$ cat src/shared/spip_defines.vh
// Constants for the serial register host port: frame layout, register offsets,
// reset-register fields and timing. Definitions only; included by bare name.
`ifndef SPIP_DEFINES_VH
`define SPIP_DEFINES_VH

// Interface select code that enables the serial slave port.
`define SPIP_SEL_SERIAL      2'h2
// Frame layout.
`define SPIP_CTL0_RW_BIT     7
`define SPIP_CTL0_A7_BIT     0
`define SPIP_CTL1_BURST_BIT  0
`define SPIP_BYTE_LAST       3'h7
`define SPIP_BYTE_CTL0       2'h0
`define SPIP_BYTE_CTL1       2'h1
`define SPIP_BYTE_DATA       2'h2
// Register offsets (chosen where none is printed).
`define SPIP_ADDR_RESET      8'h00
`define SPIP_ADDR_SUMMARY    8'h01
`define SPIP_ADDR_STAT_BASE  8'h10
`define SPIP_ADDR_MASK_BASE  8'h18
`define SPIP_ADDR_LINE_RST   8'h20
// Field positions.
`define SPIP_RST_SOFT_BIT    0
`define SPIP_RST_FORCE_LO    4
`define SPIP_RST_FORCE_HI    5
`define SPIP_RST_USED_MASK   8'h31
`define SPIP_LINE_RST_BIT    6
`define SPIP_ZERO8           8'h00
// Line-interface recovery time, in microseconds.
`define SPIP_LI_RECOVER_US   40000
`define SPIP_CLK_MHZ         10

`endif

$ cat src/spip_port.v
// Serial slave register port: frame decode, burst addressing, reset register,
// status/mask/summary registers and interrupt output.
// Assumes serial pins are asynchronous and far slower than core_clk_i (>= 4 samples per phase).
`timescale 1ns/1ps
`include "spip_defines.vh"

// Summary of operation
// Serial port enabled only for select 10.
// Device is slave; master drives clock, select.
// Sample edge set by phase, polarity straps.
// All bytes shifted most significant first.
// First byte: direction, six zeros, A7.
// Second byte: A6..A0 then burst flag.
// Burst read advances, next bit next edge.
// Burst write advances after each byte.
// Select release ends any access.
// Partial write byte is never stored.
// Burst read prefetch triggers read side effects.
// Write data stored at address, then upward.
// Read data sent from address, then upward.
// Address wraps from top to zero.
// Power-up clears all writable registers.
// Hardware reset pin resets registers anytime.
// Soft reset bit clears, self-clears after.
// Line reset bit pulses line circuitry reset.
// Bits 4,5 force outputs to known states.
// Host writes zero to unused reset bits.
// Masked status bits alone raise interrupt.
// Host clears masks while servicing interrupts.
// Summary bits 0..4 flag active status registers.
// Data output released while select is high.
module spip_port #(
	parameter NSTAT       = 5,
	parameter LI_RST_CYC  = `SPIP_LI_RECOVER_US * `SPIP_CLK_MHZ
) (
	// Clock and reset.
	input  wire                 core_clk_i,
	input  wire                 reset_n_i,
	// Straps and reset pin.
	input  wire [1:0]           bus_interface_select_i,
	input  wire                 cpha_i,
	input  wire                 cpol_i,
	input  wire                 hardware_reset_pin_n_i,
	// Serial link.
	input  wire                 sck_i,
	input  wire                 mosi_i,
	input  wire                 cs_n_i,
	output reg                  miso_o,
	output reg                  miso_oe_o,
	// Block side.
	input  wire [8*NSTAT-1:0]   status_event_i,
	output reg                  irq_n_o,
	output reg                  line_interface_reset_o,
	output reg                  output_force_mode_low_o,
	output reg                  output_force_mode_high_o
);

	// ----------------------------------------------------------------
	// Reset release and input synchronisation
	// ----------------------------------------------------------------
	reg        rst_s1_q;
	reg        rst_n_q;
	wire [7:0] pins_s;

	// Reset asserts at once, releases after two clocks.
	always @(posedge core_clk_i or negedge reset_n_i)
	begin
		if (!reset_n_i)
		begin
			rst_s1_q <= 1'b0;
			rst_n_q  <= 1'b0;
		end
		else
		begin
			rst_s1_q <= 1'b1;
			rst_n_q  <= rst_s1_q;
		end
	end

	spip_sync2 #(
		.W (8)
	) u_sync (
		.core_clk_i (core_clk_i),
		.rst_n_i    (rst_n_q),
		.async_i    ({bus_interface_select_i, cpha_i, cpol_i, hardware_reset_pin_n_i,
		              sck_i, mosi_i, ~cs_n_i}),
		.sync_o     (pins_s)
	);

	wire [1:0] sel_s   = pins_s[7:6];
	wire       cpha_s  = pins_s[5];
	wire       cpol_s  = pins_s[4];
	wire       hwrst_s = ~pins_s[3];
	wire       sck_s   = pins_s[2];
	wire       mosi_s  = pins_s[1];
	wire       cs_s    = pins_s[0];

	// ----------------------------------------------------------------
	// Serial edge detection
	// ----------------------------------------------------------------
	reg  sck_q;
	// serial select check
	wire port_en  = (sel_s == `SPIP_SEL_SERIAL) && cs_s;
	wire rise     = sck_s & ~sck_q;
	wire fall     = ~sck_s & sck_q;
	// mode 0/3 sample on rising, 1/2 on falling
	wire lead     = cpol_s ? fall : rise;
	wire trail    = cpol_s ? rise : fall;
	wire samp_e   = port_en && (cpha_s ? trail : lead);
	wire shift_e  = port_en && (cpha_s ? lead : trail);

	// ----------------------------------------------------------------
	// Frame state
	// ----------------------------------------------------------------
	localparam ST_CTL0 = 3'b001;
	localparam ST_CTL1 = 3'b010;
	localparam ST_DATA = 3'b100;

	reg [2:0] st_q;
	reg [2:0] bit_q;
	reg [7:0] sh_q;
	reg       rd_q;
	reg       burst_q;
	reg [7:0] addr_q;
	reg [7:0] tx_q;
	reg       sent_q;

	wire [7:0] rx_byte = {sh_q[6:0], mosi_s};
	wire       byte_end = samp_e && (bit_q == `SPIP_BYTE_LAST);

	// ----------------------------------------------------------------
	// Register space
	// ----------------------------------------------------------------
	reg  [7:0] rst_reg_q;
	reg  [7:0] line_rst_q;
	reg        soft_clr_q;
	reg  [7:0] rdata;
	wire [NSTAT-1:0] active;
	wire [7:0] stat_v;
	wire [7:0] mask_v;

	// Registers clear on any of the three reset sources.
	// power-up clear
	// reset pin clears
	wire reg_clear = hwrst_s | soft_clr_q;

	// whole-byte write strobe
	wire wr_strobe = (st_q == ST_DATA) && byte_end && !rd_q;
	// prefetch fetch strobe
	wire rd_fetch  = rd_q && byte_end && (st_q == ST_CTL1 || (st_q == ST_DATA && burst_q));
	wire [7:0] fetch_addr = (st_q == ST_CTL1) ? {addr_q[7], rx_byte[7:1]} : addr_inc(addr_q);

	// wrapping increment
	function [7:0] addr_inc;
		input [7:0] a;
		begin
			addr_inc = a + 8'h01;
		end
	endfunction

	function in_bank;
		input [7:0] a;
		input [7:0] base;
		begin
			in_bank = (a >= base) && (a < base + NSTAT[7:0]);
		end
	endfunction

	wire [7:0] bank_addr = wr_strobe ? addr_q : fetch_addr;
	wire [7:0] stat_off = bank_addr - `SPIP_ADDR_STAT_BASE;
	wire [7:0] mask_off = bank_addr - `SPIP_ADDR_MASK_BASE;
	wire [2:0] bank_idx = in_bank(bank_addr, `SPIP_ADDR_STAT_BASE) ? stat_off[2:0]
	                      : mask_off[2:0];

	spip_stat_bank #(
		.NREG (NSTAT)
	) u_bank (
		.core_clk_i (core_clk_i),
		.rst_n_i    (rst_n_q),
		.clear_i    (reg_clear),
		.idx_i      (bank_idx),
		.stat_rd_i  (rd_fetch && in_bank(fetch_addr, `SPIP_ADDR_STAT_BASE)),
		.mask_wr_i  (wr_strobe && in_bank(addr_q, `SPIP_ADDR_MASK_BASE)),
		.wdata_i    (rx_byte),
		.events_i   (status_event_i),
		.stat_o     (stat_v),
		.mask_o     (mask_v),
		.active_o   (active)
	);

	// Read multiplexer for the fetch address; unmapped reads return zero.
	always @*
	begin
		rdata = `SPIP_ZERO8;
		if (fetch_addr == `SPIP_ADDR_RESET)
			rdata = rst_reg_q;
		else if (fetch_addr == `SPIP_ADDR_SUMMARY)
			// summary of active sources
			rdata = {{(8-NSTAT){1'b0}}, active};
		else if (fetch_addr == `SPIP_ADDR_LINE_RST)
			rdata = line_rst_q;
		else if (in_bank(fetch_addr, `SPIP_ADDR_STAT_BASE) ||
		         in_bank(fetch_addr, `SPIP_ADDR_MASK_BASE))
			rdata = in_bank(fetch_addr, `SPIP_ADDR_STAT_BASE) ? stat_v : mask_v;
	end

	// Read byte path. The first shift edge after a load keeps bit 7 on the line.
	// The output flop takes the next value, so the line settles a core cycle
	// ahead of the master's sampling edge instead of changing on it.
	wire       tx_step = shift_e && (st_q == ST_DATA) && rd_q;
	wire [7:0] tx_nxt  = rd_fetch ? rdata : ((tx_step && sent_q) ? {tx_q[6:0], 1'b0} : tx_q);

	// ----------------------------------------------------------------
	// Serial engine
	// ----------------------------------------------------------------
	always @(posedge core_clk_i or negedge rst_n_q)
	begin
		if (!rst_n_q)
		begin
			sck_q   <= 1'b0;
			st_q    <= ST_CTL0;
			bit_q   <= 3'h0;
			sh_q    <= `SPIP_ZERO8;
			rd_q    <= 1'b0;
			burst_q <= 1'b0;
			addr_q  <= `SPIP_ZERO8;
			tx_q    <= `SPIP_ZERO8;
			sent_q  <= 1'b0;
		end
		else
		begin
			sck_q <= sck_s;
			// select release ends access
			if (!port_en)
			begin
				st_q    <= ST_CTL0;
				bit_q   <= 3'h0;
				sh_q    <= `SPIP_ZERO8;
				rd_q    <= 1'b0;
				burst_q <= 1'b0;
				sent_q  <= 1'b0;
			end
			else
			begin
				if (samp_e)
				begin
					// shift in MSB first
					sh_q  <= rx_byte;
					bit_q <= bit_q + 3'h1;
				end
				if (byte_end)
				begin
					case (st_q)
						ST_CTL0:
						begin
							// direction and A7
							rd_q        <= rx_byte[`SPIP_CTL0_RW_BIT];
							addr_q[7]   <= rx_byte[`SPIP_CTL0_A7_BIT];
							st_q        <= ST_CTL1;
						end
						ST_CTL1:
						begin
							// low address and burst
							addr_q[6:0] <= rx_byte[7:1];
							burst_q     <= rx_byte[`SPIP_CTL1_BURST_BIT];
							st_q        <= ST_DATA;
						end
						ST_DATA:
						begin
							// burst address advance
							// next write byte
							if (burst_q)
								addr_q <= addr_inc(addr_q);
						end
						default:
							st_q <= ST_CTL0;
					endcase
				end
				// load read byte
				if (rd_fetch)
					sent_q <= 1'b0;
				else if (tx_step && !sent_q)
					sent_q <= 1'b1;
				tx_q <= tx_nxt;
			end
		end
	end

	// ----------------------------------------------------------------
	// Reset register, line reset and output pins
	// ----------------------------------------------------------------
	reg [31:0] li_cnt_q;
	wire       rst_wr  = wr_strobe && addr_q == `SPIP_ADDR_RESET;
	wire       li_wr   = wr_strobe && addr_q == `SPIP_ADDR_LINE_RST;

	always @(posedge core_clk_i or negedge rst_n_q)
	begin
		if (!rst_n_q)
		begin
			rst_reg_q                <= `SPIP_ZERO8;
			line_rst_q               <= `SPIP_ZERO8;
			soft_clr_q               <= 1'b0;
			li_cnt_q                 <= 32'h0;
			line_interface_reset_o   <= 1'b0;
			output_force_mode_low_o  <= 1'b0;
			output_force_mode_high_o <= 1'b0;
			irq_n_o                  <= 1'b1;
			miso_o                   <= 1'b0;
			miso_oe_o                <= 1'b0;
		end
		else
		begin
			// rising soft bit clears space, then self-clears
			soft_clr_q <= rst_wr && rx_byte[`SPIP_RST_SOFT_BIT] &&
			              !rst_reg_q[`SPIP_RST_SOFT_BIT];
			if (reg_clear)
			begin
				rst_reg_q   <= `SPIP_ZERO8;
				line_rst_q  <= `SPIP_ZERO8;
			end
			else
			begin
				// unused bits held at zero
				if (rst_wr)
					rst_reg_q <= rx_byte & `SPIP_RST_USED_MASK;
				if (li_wr)
					line_rst_q <= rx_byte;
			end
			// line reset on zero-to-one
			if (li_wr && rx_byte[`SPIP_LINE_RST_BIT] && !line_rst_q[`SPIP_LINE_RST_BIT])
				li_cnt_q <= LI_RST_CYC;
			else if (li_cnt_q != 32'h0)
				li_cnt_q <= li_cnt_q - 32'h1;
			line_interface_reset_o <= (li_cnt_q != 32'h0);
			// force-mode outputs
			output_force_mode_low_o  <= rst_reg_q[`SPIP_RST_FORCE_LO];
			output_force_mode_high_o <= rst_reg_q[`SPIP_RST_FORCE_HI];
			// masked status drives interrupt
			irq_n_o <= ~(|active);
			// release data line when idle
			// drive only for read data
			miso_oe_o <= port_en && rd_q && (st_q == ST_DATA);
			miso_o    <= tx_nxt[7];
		end
	end

endmodule // spip_port

$ cat src/spip_sync2.v
// Two-flop synchroniser for a group of asynchronous level inputs.
// Assumes the destination clock is core_clk_i and reset is already synchronous-released.
`timescale 1ns/1ps

module spip_sync2 #(
	parameter W = 1
) (
	// Clock and reset.
	input  wire         core_clk_i,
	input  wire         rst_n_i,
	// Data.
	input  wire [W-1:0] async_i,
	output reg  [W-1:0] sync_o
);

	reg [W-1:0] meta_q;

	// The first stage feeds only the second stage.
	always @(posedge core_clk_i or negedge rst_n_i)
	begin
		if (!rst_n_i)
		begin
			meta_q <= {W{1'b0}};
			sync_o <= {W{1'b0}};
		end
		else
		begin
			meta_q <= async_i;
			sync_o <= meta_q;
		end
	end

endmodule // spip_sync2

$ cat src/spip_stat_bank.v
// Status and mask registers with the summary of active interrupt sources.
// Assumes event inputs are synchronous to core_clk_i, one bit per status bit.
`timescale 1ns/1ps
`include "spip_defines.vh"

module spip_stat_bank #(
	parameter NREG = 5
) (
	// Clock and reset.
	input  wire            core_clk_i,
	input  wire            rst_n_i,
	input  wire            clear_i,
	// Access.
	input  wire [2:0]      idx_i,
	input  wire            stat_rd_i,
	input  wire            mask_wr_i,
	input  wire [7:0]      wdata_i,
	// Events and results.
	input  wire [8*NREG-1:0] events_i,
	output reg  [7:0]      stat_o,
	output reg  [7:0]      mask_o,
	output wire [NREG-1:0] active_o
);

	reg [7:0] stat_q [0:NREG-1];
	reg [7:0] mask_q [0:NREG-1];
	integer   i;

	// Read views of the selected registers.
	always @*
	begin
		stat_o = `SPIP_ZERO8;
		mask_o = `SPIP_ZERO8;
		for (i = 0; i < NREG; i = i + 1)
			if (idx_i == i[2:0])
			begin
				stat_o = stat_q[i];
				mask_o = mask_q[i];
			end
	end

	// Sticky bits clear on read; a new event in the same cycle wins.
	always @(posedge core_clk_i or negedge rst_n_i)
	begin
		if (!rst_n_i)
		begin
			for (i = 0; i < NREG; i = i + 1)
			begin
				stat_q[i] <= `SPIP_ZERO8;
				mask_q[i] <= `SPIP_ZERO8;
			end
		end
		else
		begin
			for (i = 0; i < NREG; i = i + 1)
			begin
				if (clear_i)
				begin
					stat_q[i] <= `SPIP_ZERO8;
					mask_q[i] <= `SPIP_ZERO8;
				end
				else
				begin
					stat_q[i] <= ((stat_rd_i && idx_i == i[2:0]) ? `SPIP_ZERO8 : stat_q[i])
						| events_i[8*i +: 8];
					if (mask_wr_i && idx_i == i[2:0])
						mask_q[i] <= wdata_i;
				end
			end
		end
	end

	// Only status bits whose mask bit is set count as active.
	genvar g;
	generate
		for (g = 0; g < NREG; g = g + 1)
		begin : g_act
			assign active_o[g] = |(stat_q[g] & mask_q[g]);
		end
	endgenerate

endmodule // spip_stat_bank

$ cat config.mk
export PLATFORM = sky130hd
export DESIGN_NAME = spip_port
export DESIGN_NICKNAME = d
export VERILOG_FILES = /design/src/spip_port.v /design/src/spip_sync2.v /design/src/spip_stat_bank.v
export VERILOG_INCLUDE_DIRS = /design/src /design/src/shared
export SDC_FILE = /design/constraint.sdc
export NUM_CORES = 1
export LEC_CHECK = 0
export ABC_AREA = 1
export BUFFER_PORTS_ARGS = -buffer_cell sky130_fd_sc_hd__buf_2
export CORE_AREA = 2 2 179 181
export CTS_CLUSTER_SIZE = 8
export DETAILED_ROUTE_END_ITERATION = 10
export DIE_AREA = 0 0 181 183
export GPL_TIMING_DRIVEN = 0
export HOLD_SLACK_MARGIN = 0.08
export PLACE_DENSITY_LB_ADDON = 0.12
export SETUP_SLACK_MARGIN = 0.05
export SYNTH_ARGS = -nofsm -noshare
export SYNTH_HDL_FRONTEND = slang
export SYNTH_SLANG_ARGS = --single-unit
$ cat constraint.sdc
create_clock -name core_clk_i -period 6.3 [get_ports core_clk_i]
set_clock_uncertainty 0.2 [all_clocks]
set_input_delay 1.26 -clock core_clk_i [delete_from_list [all_inputs] [get_ports core_clk_i]]
set_output_delay 1.26 -clock core_clk_i [all_outputs]
set_load 0.01 [all_outputs]
== Word-level counts from Yosys, hierarchy flattened ==
Cells that the tools add are included.

* Register bits: 186
* Logic and storage cells: 224
* Bits of input ports: 50

* Multiplexer cells: 69
* Bitwise gates (word level): 18
* Reduce and logical (&&, ||, !) cells: 70
* $add $sub $neg: 5
* Magnitude comparators: 8
* Equal/unequal tests: 19

{| class="wikitable"
|+ Operator list
! kind !! count
|-
| 2-to-1 mux 8 bit || 44
|-
| 2-to-1 mux 32 bit || 2
|-
| bitwise AND 8 bit || 5
|-
| bitwise OR 8 bit || 5
|-
| OR reduction 40 bit || 1
|-
| OR reduction 8 bit || 5
|-
| logical AND 1 bit || 37
|-
| greater-or-equal comparator 8 x 5 -> 1 bit (second input constant) || 4
|-
| less-than comparator 8 x 5 -> 1 bit (second input constant) || 4
|-
| nonzero test 32 bit || 1
|-
| subtractor 32 x 1 -> 32 bit (second input constant) || 1
|-
| nonzero test 2 bit || 11
|-
| == test 8 x 6 -> 1 bit (second input constant) || 2
|-
| logical NOT 8 bit || 2
|-
| 2-to-1 mux 3 bit || 5
|-
| 2-to-1 mux 7 bit || 2
|-
| case mux 7 bit (2 select lines) || 1
|-
| 2-to-1 mux 1 bit || 13
|-
| == test 3 x 2 -> 1 bit (second input constant) || 3
|-
| == test 3 bit (second input constant) || 3
|-
| case mux 3 bit (3 select lines) || 1
|-
| adder 8 x 1 -> 8 bit (second input constant) || 1
|-
| == test 8 x 1 -> 1 bit (second input constant) || 1
|-
| inequality test 2 x 1 -> 1 bit (second input constant) || 4
|-
| 15 further kinds || 31
|}

== Logic depth before layout (Yosys ltp) ==
* Word-level depth: 24
* Gate-level depth with buffers: 21
* Depth with buffers taken out: 21

== Modules after synthesis ==
Synthesis repeated with hierarchy kept, for this count alone.

* Cell total of the unflattened synthesis: 1,184
* Area, all modules: 9,362.7 µm²

{| class="wikitable"
|+ By module, submodules not included
! module !! sequential area each (µm²) !! cells each !! times used !! area an instance (µm²)
|-
| spip_port || 2,129.5 || 669 || 1 || 4,934.7
|-
| spip_stat_bank || 2,001.9 || 499 || 1 || 4,027.6
|-
| spip_sync2 || 400.4 || 16 || 1 || 400.4
|}

== Least setup slack after synthesis ==
No wires, ideal clock.

* Kind: register to register
* From: register addr_q[0]
* To: register u_bank.stat_q[0] (netlist name)
* Cell stages (with the launch flop): 16
* Setup time: 0.132 ns
* Arrival time: 2.168 ns
* Period minus slack after synthesis: 2.500 ns
* Setup slack: 3.800 ns
* Path buffers: 1
* Required time: 5.968 ns
* Path through: dfrtp_1 > ha_1 > nand2_1 > inv_2 > nand2_1 > nor2_1 > xor2_1 > nor2_1 > nand2_1 > o21ai_2 > nand4_2 > buf_4 > nor2_8 > nand2_8 > a21oi_2 > nor2_1

* Cells in the longest elaborated chain, start to end: 11
* Elaborated cells on any way between the ends: 18
* Those cells by class: add/sub (3); order compare (4); eq/ne (1); mux (5); bitwise (1); reduce/logical (4)

{| class="wikitable"
|+ RTL lines
! what !! RTL line !! RTL
|-
| start: declaration || spip_port.v:124 || <nowiki>reg [7:0] addr_q;</nowiki>
|-
| start signal: assignment || spip_port.v:226 || <nowiki>addr_q <= `SPIP_ZERO8;</nowiki>
|-
| start signal: assignment || spip_port.v:264 || <nowiki>addr_q[6:0] <= rx_byte[7:1];</nowiki>
|-
| start signal: assignment || spip_port.v:273 || <nowiki>addr_q <= addr_inc(addr_q);</nowiki>
|-
| adder 8 x 1 -> 8 bit || spip_port.v:157 || <nowiki>addr_inc = a + 8'h01;</nowiki>
|-
| 2-to-1 mux 8 bit || spip_port.v:151 || <nowiki>wire [7:0] fetch_addr = (st_q == ST_CTL1) ? {addr_q[7], rx_byte[7:1]} : addr_inc(addr_q);</nowiki>
|-
| 2-to-1 mux 8 bit || spip_port.v:169 || <nowiki>wire [7:0] bank_addr = wr_strobe ? addr_q : fetch_addr;</nowiki>
|-
| greater-or-equal comparator 8 x 5 -> 1 bit / less-than comparator 8 x 5 -> 1 bit (equally long branches) || spip_port.v:165 || <nowiki>in_bank = (a >= base) && (a < base + NSTAT[7:0]);</nowiki>
|-
| logical AND 1 bit || spip_port.v:165 ||
|-
| 2-to-1 mux 3 bit || spip_port.v:172 || <nowiki>wire [2:0] bank_idx = in_bank(bank_addr, `SPIP_ADDR_STAT_BASE) ? stat_off[2:0]</nowiki>
|-
| == test 3 bit || spip_stat_bank.v:64 || <nowiki>stat_q[i] <= ((stat_rd_i && idx_i == i[2:0]) ? `SPIP_ZERO8 : stat_q[i])</nowiki>
|-
| logical AND 1 bit (*) || spip_stat_bank.v:64 ||
|-
| 2-to-1 mux 8 bit (*) || spip_stat_bank.v:64 ||
|-
| bitwise OR 8 bit (*) || spip_stat_bank.v:64 ||
|-
| 2-to-1 mux 8 bit (*) || spip_stat_bank.v:57 || <nowiki>if (clear_i)</nowiki>
|-
| end signal: indexed assignment || spip_stat_bank.v:49 || <nowiki>stat_q[i] <= `SPIP_ZERO8;</nowiki>
|-
| end signal: indexed assignment || spip_stat_bank.v:59 || <nowiki>stat_q[i] <= `SPIP_ZERO8;</nowiki>
|-
| end signal: indexed assignment || spip_stat_bank.v:64 ||
|-
| end: declaration || spip_stat_bank.v:25 || <nowiki>reg [7:0] stat_q [0:NREG-1];</nowiki>
|}

Mark *: on every way between the ends. The rest lies on a longest branch, timed or not.
A chain may end at the register's enable or synchronous reset.

== Worst setup path in the final report ==
* From: register addr_q[0]
* To: register u_bank.stat_q[16] (netlist name)

* Cells in the longest elaborated chain, start to end: 11
* Elaborated cells on any way between the ends: 18
* Those cells by class: add/sub (3); order compare (4); eq/ne (1); mux (5); bitwise (1); reduce/logical (4)

{| class="wikitable"
|+ RTL lines
! what !! RTL line
|-
| adder 8 x 1 -> 8 bit || spip_port.v:157
|-
| 2-to-1 mux 8 bit || spip_port.v:151
|-
| 2-to-1 mux 8 bit || spip_port.v:169
|-
| greater-or-equal comparator 8 x 5 -> 1 bit / less-than comparator 8 x 5 -> 1 bit (equally long branches) || spip_port.v:165
|-
| logical AND 1 bit || spip_port.v:165
|-
| 2-to-1 mux 3 bit || spip_port.v:172
|-
| == test 3 x 2 -> 1 bit || spip_stat_bank.v:64
|-
| logical AND 1 bit (*) || spip_stat_bank.v:64
|-
| 2-to-1 mux 8 bit (*) || spip_stat_bank.v:64
|-
| bitwise OR 8 bit (*) || spip_stat_bank.v:64
|-
| 2-to-1 mux 8 bit (*) || spip_stat_bank.v:57
|}

Marked as above.

==> summary.txt <==
Status
  • Status: complete, no violations

Worst setup path
  • Worst Setup Path Type: reg2reg
  • R2R cell count: 15
  • Worst path max stage delay: 0.46 ns
  • CP endpoint kind: flip-flop
  • Worst EP required: 6.39 ns
  • RR Endpoint: u_bank.stat_q[16]$_DFF_PN0_
  • WP depth: 15
  • Crit-path cells: ha_1 > nand2_1 > inv_2 > nand2_1 > nor2_1 > xor2_1 > nor2_1 > nand2_1 > o21ai_2 > nand4_2 > buf_4 > nor2_8 > nand2_8 > a21oi_2 > nor2_1
  • Delay-heaviest family, CP: simple AND/OR/NAND/NOR gates
  • Worst-path maximum fanout: 10
  • Critical Path Start Type: flip-flop
  • CP Buf/Inv Count: 2
  • R2R setup slack: 3.28 ns
  • Slowest stage cell, crit path: dfrtp_1
  • Crit path DAT: 3.11 ns
  • Worst r2r src: addr_q[0]$_DFFE_PN0P_

Yosys
  • Sequential fraction of the synthesis area: 0.4879
  • Seq cells post-synth: 181
  • Share of the synthesized area in the top cell type: 0.4823
  • Post-synth top area cell: dfrtp_1
  • Main flop type after synthesis: dfrtp_1
  • Mapped Cells: 1109
  • Cell area after synthesis: 9288 µm²
  • Async SR Flop Fraction: 1.000
  • Post-Syn Nets: 1165
  • Yosys cell types: 49
  • EDFF count, synth: 0
  • Synth warnings: 0
  • Syn Area/Cell: 8.375 µm²
  • Ranking of synthesized cells by area: dfrtp_1, nand2_1, nor2_1, inv_1, o21ai_0

Power
  • Cell Pwr Density: 225.1 nW/µm²
  • Peak VDD IR: 0.0001823 V
  • Leak: 5.203 nW

Final layout
  • Diode count: 0
  • Register area: 4536 µm²
  • Filler cell count: 3346
  • Fin util: 0.3422
  • Area of the multi-input gates: 4129 µm²
  • Share of layout cells above drive strength 1: 0.1686
  • Layout Cells excl Fill: 1600
  • Synth-to-layout area growth: 15.06%
  • Nets: 1241

STA
  • Final Max Slew Viols: 0
  • Clock period minus worst slack: 3.021 ns
  • WHS: 0.1473 ns
  • Final hold violation count: 0
  • FMAX: 331.0 MHz
  • Final setup viols: 0
  • Final worst-path cycle share: 0.4795
  • Relative slew slack: 0.4501
  • RSZ-0062 raised after global routing: false
  • Worst Tran Pin Value: 0.8173 ns

Clock network
  • CTS H-tree lvls: 4
  • CTS root buf: clkbuf_16
  • Maximum root-to-sink buffer count: 2
  • CTS Hold Bufs: 0
  • Clk sinks: 181
  • Clk pin slew, worst setup/hold paths: 0.07 ns
  • # Post-CTS Setup Buffers: 0
  • CTS tree: done
  • Cts bufs inserted: 17
  • CTS-repair resized insts: 0
  • Clk_lat worst skew: 0.44 ns

Place
  • Post-Place Cells: 1568
  • Placer congestion estimate: 0.8285
  • # port buffers: 55
  • Post-DP HPWL: 19910 µm

Worst hold path
  • Hold path start: u_sync.meta_q[4]$_DFF_PN0_
  • HP Class: reg2reg
  • WHS Endpoint: u_sync.sync_o[4]$_DFF_PN0_
  • Hold path depth: 0

Routing
  • Drt pass-1 iters: 7
  • Iter 0 DRT Violations: 468
  • Via count: 7502
  • Drt total wl: 26940 µm
  • WL/cell: 16.84 µm
  • DRC Markers: 0
  • Post-DRT Antenna Nets: 0
  • Via-to-Cell Ratio: 4.689

Floorplan
  • Core Box Area: 31230 µm²
  • Die Y: 183 µm
  • # rows: 65
  • Die Area: 33120 µm²
  • Initial core utilization: 0.2974
  • Die Span X: 181 µm
  • I/O Pins: 56

Global route
  • Largest net degree at the start of global routing: 65
  • Total gr overflow: 0
  • Vias in the first global route: 7476
  • Initial antenna violation count: 0
  • Global-route usage over all layers: 0.1688
  • Global-route wire length before repair: 42920 µm

Job
  • Maxcap violations: 0
## report_power, final
group | internal (mW) | switching [mW] | leakage (nW)
Sequential | 1.19 | 0.0365 | 2.36
Combinational | 0.0428 | 0.0777 | 2.57
Clock | 0.605 | 0.452 | 0.272
## stage by stage
stage	power [mW]	TNS [ns]	setup WS, ns	instance area, µm²
4_1_cts	2.447	0	3.254	10690
6_report	2.405	0	3.279	10690
3_5_place_dp	1.373	0	3.266	10120
2_1_floorplan	1.307	0	0.6865	9288
5_1_grt	2.505	0	3.043	10690
3_3_place_gp	1.367	-369.13	-2.107	10070
## layout make-up
cell class / instances / share of cell area
plain buffers: 22 / 0.01171
clock buffers: 26 / 0.04484
clock inverters: 6 / 0.007727
inverters: 133 / 0.04695
multi-input cells: 773 / 0.3864
flip-flops and latches: 181 / 0.4244
well taps: 402 / 0.04707
repair buffers: 57 / 0.03091
## cell usage in the layout (no fill, tap or decap), types with 8 or more instances in the layout
cell       netlist  final
nand2_1        225    225
dfrtp_1        179    178
nor2_1         156    156
inv_1          117    117
o21ai_0         85     85
nand3_1         69     69
buf_2            7     62
a21oi_2         45     45
a21oi_1         38     38
nand4_1         18     18
clkbuf_16        0     17
clkbuf_1         8     15
xor2_1          14     14
inv_2           13     13
nor3_1          13     13
o21ai_1         10     10
o22ai_1         10     10
a22o_1           8      8
## sequential cells by signal, indices dropped and copies added (netlist names), 3 cells and up
register / count
u_sync.meta_q: 8
u_sync.sync_o: 8
bit_q: 3
line_rst_q: 8
li_cnt_q: 32
rst_reg_q: 3
st_q: 3
u_bank.stat_q: 40
u_bank.mask_q: 40
sh_q: 7
addr_q: 8
tx_q: 8
## synthesized netlist by cell type, types with 2 or more instances
| cell type | n |
|---|---|
| nor2_1 | 156 |
| clkinv_1 | 2 |
| ha_1 | 6 |
| a21oi_1 | 38 |
| a21oi_2 | 45 |
| nand2_1 | 225 |
| nand2_2 | 7 |
| a22o_1 | 8 |
| o21ai_2 | 3 |
| nand3_2 | 6 |
| a22oi_1 | 2 |
| dfstp_2 | 2 |
| buf_4 | 3 |
| o21ai_1 | 10 |
| or2_2 | 4 |
| nor3_4 | 2 |
| nor3_1 | 13 |
| o22ai_1 | 10 |
| dfrtp_1 | 179 |
| nor3_2 | 4 |
| inv_1 | 117 |
| xnor2_1 | 6 |
| o211ai_1 | 6 |
| nand3_4 | 3 |
| a211oi_1 | 3 |
| o21ai_0 | 85 |
| a21oi_4 | 2 |
| inv_2 | 13 |
| nor2_8 | 4 |
| nand4_1 | 18 |
| buf_6 | 3 |
| nor4_1 | 7 |
| clkbuf_1 | 8 |
| nand3_1 | 69 |
| nand2_8 | 5 |
| buf_2 | 7 |
| xor2_1 | 14 |
| nand3b_1 | 3 |
## metal layers
layer,vias up,global-route usage,share of wire
li1,3781,-,-
met1,3550,0.2459,0.51
met2,149,0.2549,0.44
met3,22,0.03276,0.043
met4,0,0.04715,0.016
met5,-,0,0
## worst max-delay path by stage
stage                                from                          endpoint  slack, ns
floorplan               rst_n_q$_DFF_PN0_             addr_q[0]$_DFFE_PN0P_       0.69
global placement        rst_n_q$_DFF_PN0_  line_interface_reset_o$_DFF_PN0_      -2.11
detailed placement  addr_q[0]$_DFFE_PN0P_       u_bank.stat_q[16]$_DFF_PN0_       3.27
CTS                   st_q[1]$_DFFE_PN0P_           li_cnt_q[6]$_DFFE_PN0P_       3.25
global route        addr_q[0]$_DFFE_PN0P_       u_bank.stat_q[35]$_DFF_PN0_       3.04
finish              addr_q[0]$_DFFE_PN0P_       u_bank.stat_q[16]$_DFF_PN0_       3.28
## kinds of logic (layout without fill, tap and decap cells)
group | Yosys count | in the layout | share of synthesized area
DFF | 181 | 181 | 0.4879
adders and majority gates | 6 | 6 | 0.008083
xor gates and xnor gates | 20 | 20 | 0.01886
other | 1 | 1 | 0.0004038
buffers and inverters | 155 | 244 | 0.06749
and+or+nand+nor | 532 | 532 | 0.2719
AOI/OAI and AO/OA | 214 | 214 | 0.1454
No activity file was read; power rests on OpenSTA's default activity.
